===== config.mk =====
export PLATFORM = sky130hd
export DESIGN_NAME = mbfs_slave
export DESIGN_NICKNAME = d
export VERILOG_FILES = /design/src/hw/mbfs_crc16.v /design/src/hw/mbfs_slave.v
export VERILOG_INCLUDE_DIRS = /design/src /design/src/hw
export SDC_FILE = /design/constraint.sdc
export NUM_CORES = 2
export LEC_CHECK = 0
export BUFFER_PORTS_ARGS = -buffer_cell sky130_fd_sc_hd__buf_4
export CAP_MARGIN = 15
export CORE_MARGIN = 1.5
export CORE_UTILIZATION = 60
export DETAILED_ROUTE_END_ITERATION = 8
export PLACE_DENSITY = 0.77
export SYNTH_ARGS = -nofsm -noshare
export SYNTH_HDL_FRONTEND = slang
export SYNTH_SLANG_ARGS = --single-unit

===== constraint.sdc =====
create_clock -name clk_sys -period 9.7 [get_ports clk_sys]
set_input_delay 0.97 -clock clk_sys [delete_from_list [all_inputs] [get_ports clk_sys]]
set_output_delay 0.97 -clock clk_sys [all_outputs]
set_load 0.05 [all_outputs]

===== src/hw/mbfs_consts.vh =====
`ifndef MBFS_CONSTS_VH
`define MBFS_CONSTS_VH
`define MBFS_FC_RD_HOLD     8'h03
`define MBFS_FC_RD_INPUT    8'h04
`define MBFS_FC_DIAG        8'h08
`define MBFS_FC_WR_HOLD     8'h10
`define MBFS_EXC_FLAG       8'h80
`define MBFS_EXC_ILL_FUNC   8'h01
`define MBFS_EXC_ILL_ADDR   8'h02
`define MBFS_EXC_ILL_VALUE  8'h03
`define MBFS_EXC_DEV_FAIL   8'h05
`define MBFS_ADDR_MAX       8'hf7
`define MBFS_CRC_INIT       16'hffff
`define MBFS_CRC_POLY       16'ha001
`define MBFS_BUF_BYTES      256
`endif


===== src/hw/mbfs_crc16.v =====
`timescale 1ns/10ps
`include "mbfs_consts.vh"
// Byte-serial CRC-16 over the frame, one byte per cycle
module mbfs_crc16 (
   input  wire        clk_sys,
   input  wire        rst_n,
   input  wire        clr,
   input  wire        en,
   input  wire [7:0]  data,
   output wire [15:0] crc
);
   reg [15:0] crc_q;

   function [15:0] crc_byte;
      input [15:0] c;
      input [7:0]  b;
      integer      i;
      reg   [15:0] t;
      begin
         t = c ^ {8'h00, b};
         for (i = 0; i < 8; i = i + 1) begin
            if (t[0])
               t = (t >> 1) ^ `MBFS_CRC_POLY;
            else
               t = t >> 1;
         end
         crc_byte = t;
      end
   endfunction

   always @(posedge clk_sys) begin
      if (!rst_n || clr)
         crc_q <= `MBFS_CRC_INIT;
      else if (en)
         crc_q <= crc_byte(crc_q, data);
   end

   assign crc = crc_q;
endmodule // mbfs_crc16


===== src/hw/mbfs_slave.v =====
`timescale 1ns/10ps
`include "mbfs_consts.vh"
// Functional notes
// - Answer only own address, range 1..247
// - Address zero broadcast is ignored
// - Only functions 3, 4, 8, 16 supported
// - Check value sent low byte first
// - Faulty frames dropped with no reply
// - Read reply: address, function, count, data, check
// - Byte count equals data bytes following
// - Registers ascending, high byte first
// - Exception reply sets function code MSB
// - Exception: address, function, code, check
// - Function 4 reads input register space
// - Function 3 reads holding register space
// - Odd address or count gives exception
// - Floats occupy two registers, never split
// - Lower register carries upper float half
// - Exception codes 01, 02, 03, 05
// - Write reply echoes address, start, count
module mbfs_slave #(
   parameter MAX_REGS = 16'd64
) (
   input  wire        clk_sys,
   input  wire        rst_n,
   input  wire [7:0]  own_addr,
   input  wire        rx_valid,
   input  wire [7:0]  rx_data,
   input  wire        rx_fault,
   input  wire        frame_end,
   output wire        tx_valid,
   output reg  [7:0]  tx_data,
   output reg         tx_last,
   input  wire        tx_ready,
   output reg         rd_req,
   output reg         rd_input_space,
   output reg  [15:0] rd_addr,
   input  wire [31:0] rd_float,
   input  wire        rd_ok,
   output reg         wr_req,
   output reg  [15:0] wr_addr,
   output reg  [31:0] wr_float,
   input  wire [1:0]  wr_status,
   output wire        busy
);
   localparam S_RX   = 4'b0001;
   localparam S_EXEC = 4'b0010;
   localparam S_TX   = 4'b0100;
   localparam S_CRC  = 4'b1000;

   reg [3:0]  state_q;
   reg [7:0]  buf_q [0:`MBFS_BUF_BYTES-1];
   reg [8:0]  rx_cnt_q;
   reg        bad_q;
   reg [8:0]  tx_idx_q;
   reg [8:0]  tx_len_q;
   reg [1:0]  crc_ph_q;
   reg        wait_q;
   reg [15:0] crc_fin;
   reg [7:0]  crc_hi_q;
   wire [15:0] crc_rx;
   wire [15:0] crc_tx;
   reg         crc_clr;

   wire [7:0]  q_fc    = buf_q[1];
   wire [15:0] q_start = {buf_q[2], buf_q[3]};
   wire [15:0] q_count = {buf_q[4], buf_q[5]};
   wire        q_addr_ok = (buf_q[0] == own_addr) && (own_addr != 8'h00)
                           && (own_addr <= `MBFS_ADDR_MAX);

   // Receive CRC runs over every byte; residue zero means check passed
   mbfs_crc16 u_crc_rx (
      .clk_sys (clk_sys),
      .rst_n   (rst_n),
      .clr     (crc_clr),
      .en      (state_q == S_RX && rx_valid),
      .data    (rx_data),
      .crc     (crc_rx)
   );

   wire tx_fire = tx_valid && tx_ready;
   mbfs_crc16 u_crc_tx (
      .clk_sys (clk_sys),
      .rst_n   (rst_n),
      .clr     (crc_clr),
      .en      (tx_fire && state_q == S_TX),
      .data    (tx_data),
      .crc     (crc_tx)
   );

   assign tx_valid = (state_q == S_TX && !wait_q) || state_q == S_CRC;
   assign busy     = state_q != S_RX;
   // Only a good read reply is longer than six bytes
   wire rd_reply = (tx_len_q > 9'd6) && !buf_q[1][7];

   always @* begin
      crc_clr = (state_q == S_RX && frame_end) || (state_q == S_CRC && tx_fire && crc_ph_q == 2'd1);
   end

   always @(posedge clk_sys) begin
      if (!rst_n) begin
         state_q        <= S_RX;
         rx_cnt_q       <= 9'h000;
         bad_q          <= 1'b0;
         tx_idx_q       <= 9'h000;
         tx_len_q       <= 9'h000;
         crc_ph_q       <= 2'd0;
         wait_q         <= 1'b0;
         tx_data        <= 8'h00;
         tx_last        <= 1'b0;
         rd_req         <= 1'b0;
         rd_input_space <= 1'b0;
         rd_addr        <= 16'h0000;
         wr_req         <= 1'b0;
         wr_addr        <= 16'h0000;
         wr_float       <= 32'h00000000;
      end else begin
         rd_req <= 1'b0;
         wr_req <= 1'b0;
         case (state_q)
            S_RX: begin
               if (rx_valid) begin
                  if (rx_cnt_q < `MBFS_BUF_BYTES)
                     buf_q[rx_cnt_q[7:0]] <= rx_data;
                  else
                     bad_q <= 1'b1;
                  rx_cnt_q <= rx_cnt_q + 9'd1;
               end
               if (rx_fault)
                  bad_q <= 1'b1;
               if (frame_end) begin
                  rx_cnt_q <= 9'h000;
                  bad_q    <= 1'b0;
                  if (!bad_q && !rx_fault && rx_cnt_q >= 9'd4 && crc_rx == 16'h0000 && q_addr_ok)
                     state_q <= S_EXEC;
                  else
                     state_q <= S_RX;
               end
            end
            S_EXEC: begin
               // Response header reuses buffer bytes 0 and 1
               tx_idx_q <= 9'h000;
               crc_ph_q <= 2'd0;
               wait_q   <= 1'b0;
               tx_data  <= buf_q[0];
               tx_last  <= 1'b0;
               state_q  <= S_TX;
               if (q_fc == `MBFS_FC_RD_HOLD || q_fc == `MBFS_FC_RD_INPUT) begin
                  if (q_start[0] || q_count[0] || q_count == 16'h0000 || q_count > MAX_REGS) begin
                     buf_q[1] <= q_fc | `MBFS_EXC_FLAG;
                     buf_q[2] <= `MBFS_EXC_ILL_ADDR;
                     tx_len_q <= 9'd3;
                  end else begin
                     buf_q[2] <= {q_count[6:0], 1'b0};
                     tx_len_q <= 9'd3 + {q_count[7:0], 1'b0};
                     rd_input_space <= (q_fc == `MBFS_FC_RD_INPUT);
                     rd_addr  <= q_start;
                  end
               end else if (q_fc == `MBFS_FC_WR_HOLD) begin
                  if (q_start[0] || q_count != 16'd2 || buf_q[6] != 8'h04) begin
                     buf_q[1] <= q_fc | `MBFS_EXC_FLAG;
                     buf_q[2] <= `MBFS_EXC_ILL_ADDR;
                     tx_len_q <= 9'd3;
                  end else begin
                     wr_req   <= 1'b1;
                     wr_addr  <= q_start;
                     wr_float <= {buf_q[7], buf_q[8], buf_q[9], buf_q[10]};
                     tx_len_q <= 9'd6;
                     wait_q   <= 1'b1;
                  end
               end else if (q_fc == `MBFS_FC_DIAG) begin
                  tx_len_q <= 9'd6; // Diagnostic echo of sub-function and data
               end else begin
                  buf_q[1] <= q_fc | `MBFS_EXC_FLAG;
                  buf_q[2] <= `MBFS_EXC_ILL_FUNC;
                  tx_len_q <= 9'd3;
               end
            end
            S_TX: begin
               if (wait_q) begin
                  // Write result or fetched float lands one cycle after its request
                  wait_q <= 1'b0;
                  if (buf_q[1] == `MBFS_FC_WR_HOLD && wr_status != 2'd0) begin
                     buf_q[1] <= buf_q[1] | `MBFS_EXC_FLAG;
                     buf_q[2] <= (wr_status == 2'd1) ? `MBFS_EXC_ILL_VALUE : `MBFS_EXC_DEV_FAIL;
                     tx_len_q <= 9'd3;
                  end
               end else if (tx_fire) begin
                  tx_idx_q <= tx_idx_q + 9'd1;
                  if (tx_idx_q + 9'd1 == tx_len_q) begin
                     state_q <= S_CRC;
                     tx_data <= crc_tx_next_lo(crc_tx, tx_data);
                  end else if (tx_idx_q >= 9'd2 && rd_reply) begin
                     // Data bytes: float high word first, ascending pairs
                     tx_data <= data_byte(tx_idx_q[1:0]);
                     if (tx_idx_q[1:0] == 2'd1 && tx_idx_q + 9'd2 < tx_len_q) begin
                        // Next float fetched while the last byte of this one waits
                        rd_req  <= 1'b1;
                        wait_q  <= 1'b1;
                        rd_addr <= rd_addr + 16'd2;
                     end
                  end else begin
                     tx_data <= buf_q[tx_idx_q[7:0] + 8'd1];
                     if (tx_idx_q == 9'd1 && rd_reply) begin
                        // First float fetched as the byte count goes out
                        rd_req <= 1'b1;
                        wait_q <= 1'b1;
                     end
                  end
               end
            end
            S_CRC: begin
               if (tx_fire) begin
                  crc_ph_q <= crc_ph_q + 2'd1;
                  tx_data  <= crc_hi_q;
                  tx_last  <= 1'b1;
                  if (crc_ph_q == 2'd1) begin
                     state_q <= S_RX;
                     tx_last <= 1'b0;
                  end
               end
            end
            default: state_q <= S_RX;
         endcase
      end
   end

   // Final CRC captured with the last payload byte folded in
   always @(posedge clk_sys) begin
      if (!rst_n)
         crc_hi_q <= 8'h00;
      else if (state_q == S_TX && tx_fire && tx_idx_q + 9'd1 == tx_len_q)
         crc_hi_q <= crc_fin[15:8];
   end
   always @* begin
      crc_fin = crc_tx_full(crc_tx, tx_data);
   end

   function [15:0] crc_tx_full;
      input [15:0] c;
      input [7:0]  b;
      integer      i;
      reg   [15:0] t;
      begin
         t = c ^ {8'h00, b};
         for (i = 0; i < 8; i = i + 1) begin
            if (t[0])
               t = (t >> 1) ^ `MBFS_CRC_POLY;
            else
               t = t >> 1;
         end
         crc_tx_full = t;
      end
   endfunction

   function [7:0] crc_tx_next_lo;
      input [15:0] c;
      input [7:0]  b;
      reg   [15:0] t;
      begin
         t = crc_tx_full(c, b);
         crc_tx_next_lo = t[7:0];
      end
   endfunction

   // Float byte select, sign/exponent byte first
   function [7:0] data_byte;
      input [1:0] ph;
      begin
         case (ph)
            2'd2: data_byte = rd_ok ? rd_float[31:24] : 8'h00;
            2'd3: data_byte = rd_float[23:16];
            2'd0: data_byte = rd_float[15:8];
            default: data_byte = rd_float[7:0];
         endcase
      end
   endfunction
endmodule // mbfs_slave


Yosys cells after proc, flatten, opt, wreduce, memory -nomap -nowiden
Memories as Yosys holds them, arrays and structs flattened. A register that Yosys moved wholly into a read port is not among the register bits.
Cells that the tools add are included.
{"block": "classes", "magnitude_cmp": 7, "n_mux": 192, "n_reduce_logical": 60, "n_addsub": 7, "eq_ne": 33, "bitwise_logic": 42}
{"cell": "$mux 16", "count": 58}
{"cell": "$mux 9", "count": 14}
{"cell": "$mux 8", "count": 15}
{"cell": "$mux 14", "count": 6}
{"cell": "$mux 15", "count": 5}
{"cell": "$not 2->3", "count": 23}
{"cell": "$mux 13", "count": 5}
{"cell": "$mux 12", "count": 5}
{"cell": "$mux 11", "count": 5}
{"cell": "$mux 1", "count": 54}
{"cell": "$mux 10", "count": 5}
{"cell": "$pmux 8 s3", "count": 2}
{"cell": "$pmux 9 s2", "count": 2}
{"cell": "$logic_not 16->1", "count": 2}
{"cell": "$pmux 16 s2", "count": 1}
{"cell": "$xor 16x8->16", "count": 2}
{"cell": "$mux 4", "count": 6}
{"cell": "$logic_and 1x1->1", "count": 19}
{"cell": "$add 9x1->9 const B", "count": 2}
{"cell": "$add 16x2->16 const B", "count": 1}
{"cell": "$gt 16x7->1 const B", "count": 1}
{"cell": "$ne 16x2->1 const B", "count": 1}
{"cell": "$ne 2x2->1 const B", "count": 8}
{"cell": "$pmux 4 s4", "count": 1}
{"cell": "46 further kinds", "count": 98}
{"block": "totals", "word_cells": 359, "reg_bits": 119, "mem_bits_rw": 2048, "input_bits": 57, "n_memories": 1, "output_inout_bits": 78}
{"name": "buf_q", "words": 256, "word_bits": 8, "rd": 12, "rd_ports_with_merged_regs": 4, "wr": 2, "line": "mbfs_slave.v:52", "rtl": "reg [7:0] buf_q [0:`MBFS_BUF_BYTES-1];"}

Depth between registers and ports, before layout
{"block": "depth", "depth_word": 56, "depth_mapped": 22, "mapped_depth_nobuf": 11}

Modules after synthesis
A second synthesis with hierarchy kept.
{"block": "hier_totals", "cells_unflattened": 5193, "hier_area_um2": 89238.1}
{"mod": "mbfs_slave", "n_inst": 1, "cells_per_inst": 4991, "seq_area_each_um2": 63881.3, "area_per_inst_um2": 87323.8}
{"mod": "mbfs_crc16", "n_inst": 2, "cells_per_inst": 101, "seq_area_each_um2": 320.3, "area_per_inst_um2": 957.2}

Worst setup path before layout
OpenSTA, ideal clock, no wires.
{"block": "synth_timing", "path_kind": "reg-to-reg", "startpoint": "memory buf_q[5][0]", "endpoint": "memory buf_q[0][1], data pin", "setup_time_ns": 0.821, "stages_incl_launch_ff": 13, "t_required_ns": 8.879, "period_less_slack_ns": 6.167, "n_path_buf": 2, "slack_ns": 3.533, "t_arrival_ns": 5.346, "path_cell_list": "edfxtp_1 > inv_1 > ha_1 > or4b_2 > nor3_1 > nand4b_1 > nand2b_1 > a21oi_2 > nor2_1 > buf_2 > buf_2 > nand2_1 > nand2_1"}
{"item": "start, declared", "line": "mbfs_slave.v:52"}

Final worst setup path
{"block": "layout_timing", "startpoint": "register tx_idx_q[0]", "endpoint": "register tx_data[0]"}
{"block": "layout_via", "elab_chain_cells": 7, "word_cells_on_any_way": 15}
{"item": "start, declared", "line": "mbfs_slave.v:55", "rtl": "reg [8:0] tx_idx_q;"}
{"item": "start signal, assigned", "line": "mbfs_slave.v:189", "rtl": "tx_idx_q <= tx_idx_q + 9'd1;"}
{"item": "$add 8x1->8, or another cell as far along", "line": "mbfs_slave.v:203", "rtl": "tx_data <= buf_q[tx_idx_q[7:0] + 8'd1];"}
{"item": "$mem_v2 256x8, or another cell as far along"}
{"item": "$mux 8", "line": "mbfs_slave.v:193", "rtl": "end else if (tx_idx_q >= 9'd2 && rd_reply) begin"}
{"item": "$mux 8 (*)", "line": "mbfs_slave.v:190", "rtl": "if (tx_idx_q + 9'd1 == tx_len_q) begin"}
{"item": "$mux 8 (*)", "line": "mbfs_slave.v:188", "rtl": "end else if (tx_fire) begin"}
{"item": "$mux 8 (*)", "line": "mbfs_slave.v:180", "rtl": "if (wait_q) begin"}
{"item": "$pmux 8 s3 (*)", "line": "mbfs_slave.v:120", "rtl": "case (state_q)"}
{"item": "end signal, assigned", "line": "mbfs_slave.v:192", "rtl": "tx_data <= crc_tx_next_lo(crc_tx, tx_data);"}
{"item": "end signal, assigned", "line": "mbfs_slave.v:195", "rtl": "tx_data <= data_byte(tx_idx_q[1:0]);"}
{"item": "end signal, assigned", "line": "mbfs_slave.v:203"}
{"item": "end, declared", "line": "mbfs_slave.v:32", "rtl": "output reg [7:0] tx_data,"}
Every way passes the cells marked *; elsewhere a longest branch is shown, timed or not. The select of a mux whose other input is x is not followed.
A chain may end at the register's enable or synchronous reset.

==> results by group <==
Outcome
  – Status: finished with violations
  – Failing checks: max-slew violations

Die
  – Initial core utilization: 0.6042
  – Die area: 0.1491 mm²
  – CORE AREA: 0.1457 mm²
  – Die height: 386.1 µm
  – Die W: 386.1 µm
  – Rows: 140
  – Total I/O pin count: 135

Worst hold path
  – Hold path depth: 2
  – Worst hold start: wr_addr[2]
  – WHS Endpoint: wr_addr[2]
  – Hold/Removal Path Class: reg -> reg

CTS
  – CTS tree: built
  – Cts hold-fix bufs: 0
  – Clk root buf: clkbuf_16
  – Inserted Clock Buffers: 203
  – Worst-path clk slew: 0.07 ns
  – Post-cts resize count: 0
  – Worst skew pair latency: 0.86 ns
  – Clock sink count: 2199
  – Clock Tree Buf Depth: 3
  – H-tree depth: 4
  – Setup Buffers After CTS: 0

Power and ir drop
  – PD cells: 191.7 mW/mm²
  – Maximum vdd ir drop: 0.2183 mV
  – Static Leak: 0.02991 µW

Cells and area
  – Design Area, Final: 0.09764 mm²
  – Share of post-route cells with drive strength above 1: 0.2219
  – Share of the core filled with cells: 0.6700
  – Post-layout nets: 5033
  – Area grow syn2layout: 10.89%

Critical path
  – R2r endpoint: tx_data[0]
  – Crit path max fanout: 100
  – Crit path arrival time: 6.10 ns
  – CP Launch Type: flip-flop
  – Delay of the slowest critical-path stage: 0.79 ns
  – Crit Path Class: reg -> reg
  – Worst Setup End Kind: flip-flop
  – Crit-path slowest cell: buf_4
  – FF-to-FF path depth: 9
  – Req. time, crit path: 10.41 ns
  – Worst reg2reg startpoint: tx_idx_q[0]
  – CP cell instances: buf_12, buf_4, buf_4, mux4_2, mux4_2, mux2i_1, o21ai_0, nor4_1, o32ai_1
  – Worst R2R Setup Slack: 4.31 ns

Synthesis
  – Post-synth top area cell: edfxtp_1
  – Top FF cell, synth: edfxtp_1
  – Post-synth top area share: 0.6984
  – Syn_nets: 4889
  – Synthesized area per cell: 18.31 µm²
  – Gate Count Post-Synth: 4810
  – Mapped Area: 0.08805 mm²
  – Yosys warns: 0
  – Top post-synthesis cells by count: 2048 x edfxtp_1, 547 x mux4_2, 516 x nand2_1
  – Synth cell types: 95
  – Top-count cell post-synth: edfxtp_1
  – Synth Register Bits: 2199
  – Post-synth ARST share: 0
  – Top cells by area, synth: edfxtp_1 70%, mux4_2 14%, dfxtp_1 3.4%
  – Seq/Total Area, Yosys: 0.7328
  – EDFF count, synth: 2048

Drt
  – Highest metal layer with signal wires: met5
  – DRC Markers: 0
  – Routed wire per std cell: 33.61 µm
  – Drt first pass iters: 6
  – Final wirelength: 236800 µm
  – Vias per std cell: 6.870
  – WL met3: 30440 µm
  – Detailed-route via count: 48400
  – DR iter-0 viols: 6753
  – Met2 WL: 107500 µm
  – M1 WL: 85260 µm
  – Antenna Nets Post-Route: 0

STA
  – Final hold violation count: 0
  – Worst slew margin: -0.1621
  – # setup viols final: 0
  – Layout Skew: 0.03024 ns
  – Tmin final: 5.390 ns
  – Max-slew violation count: 131
  – Slew @ Worst Pin: 1.743 ns
  – TNS Setup: 0 ns
  – Unrepaired setup endpoints after global routing: no
  – Highest Clock Rate: 0.1855 GHz
  – Crit share post-route: 0.5557

Global route
  – Initial antenna violation count: 6
  – First-pass GRT wire length: 337700 µm
  – Total GRT Usage: 0.3212
  – Largest net degree at the start of global routing: 256
  – Global route total overflow: 0
  – Number of global-route vias before repair: 47000

Placement
  – Placement Cell Area: 0.09101 mm²
  – GPL Wtd Cong: 1.007
  – Dpl hpwl: 139000 µm
  – Port bufs: 134

Flow run
  – Max Cap Violations: 0
[report_power, final]
group / internal (µW) / switching [µW] / leakage (µW) / total [µW]
logic: 76.0 / 267 / 0.00707 / 343
clock network: 4480 / 3490 / 0.00322 / 7970
registers: 10400 / 19.2 / 0.0196 / 10400
[layout by cell type (no fill, tap or decap), types with 52 or more instances in the layout]
cell type,instances
edfxtp_1,2048
mux4_2,547
nand2_1,510
nor2_1,351
buf_4,213
clkbuf_16,208
dfxtp_1,150
nand3_1,134
a21oi_1,104
xnor2_1,58
mux2i_1,56
o21ai_0,52
[worst max path at each step]
stage | from | to
final | tx_idx_q[0] | tx_data[0]
after global routing | tx_idx_q[0] | tx_data[0]
after CTS | buf_q[5][0] | buf_q[110][1]
after detailed placement | buf_q[5][0] | buf_q[82][1]
after global placement | tx_idx_q[0] | tx_data[0]
after floorplan | buf_q[5][0] | buf_q[0][1]
[layout make-up]
type / count / area (µm²)
Sequential cell: 2199 / 64530
Inverter: 30 / 112.6
Tap cell: 1917 / 2399
Multi-Input combinational cell: 2295 / 22160
Clock inverter: 107 / 1069
Clock buffer: 267 / 5517
Timing Repair Buffer: 225 / 1847
Antenna cell: 5 / 12.51
Fill cell: 9034 / 48100
[registers in the layout, summed over array words and instances (netlist names), 16 cells and up]
name and flops:
rd_addr 16, u_crc_tx.crc 16, wr_float 32, wr_addr 16, buf_q 2048, u_crc_rx.crc 16
[critical path: cells and delay by family, from the launching register on]
kind,cells,cell delay [ns]
multiplexers,3,1.40
flip-flops,1,0.53
buffers and inverters,3,2.02
AND/OR/NAND/NOR,1,0.44
AO/OA/AOI/OAI,2,0.58
[stage by stage]
step	power, µW	setup WS, ns	hold WS [ns]	instances
after detailed placement	10940	4.284	0.4494	6665
after CTS	18720	4.284	0.4303	7039
after floorplan	10820	3.533	0.4406	4810
final	18720	4.310	0.4539	7045
after global routing	19070	4.028	0.4660	7040
after global placement	10930	4.245	0.4428	6665
[cell families after synthesis]
group | count (synthesis) | synth area share
compound gates | 387 | 0.02998
mux | 604 | 0.1464
simple gates | 1195 | 0.05991
xor+xnor | 87 | 0.009066
flops | 2199 | 0.7328
buf+inv | 316 | 0.01876
fa+ha+maj | 22 | 0.003126
[routing by layer]
layer | GRT usage | vias up
met5 | 0 | -
met4 | 0.1638 | 10
met3 | 0.09305 | 667
met2 | 0.4733 | 3496
met1 | 0.4425 | 24680
li1 | - | 19540
(Power assumes the default switching activity.)
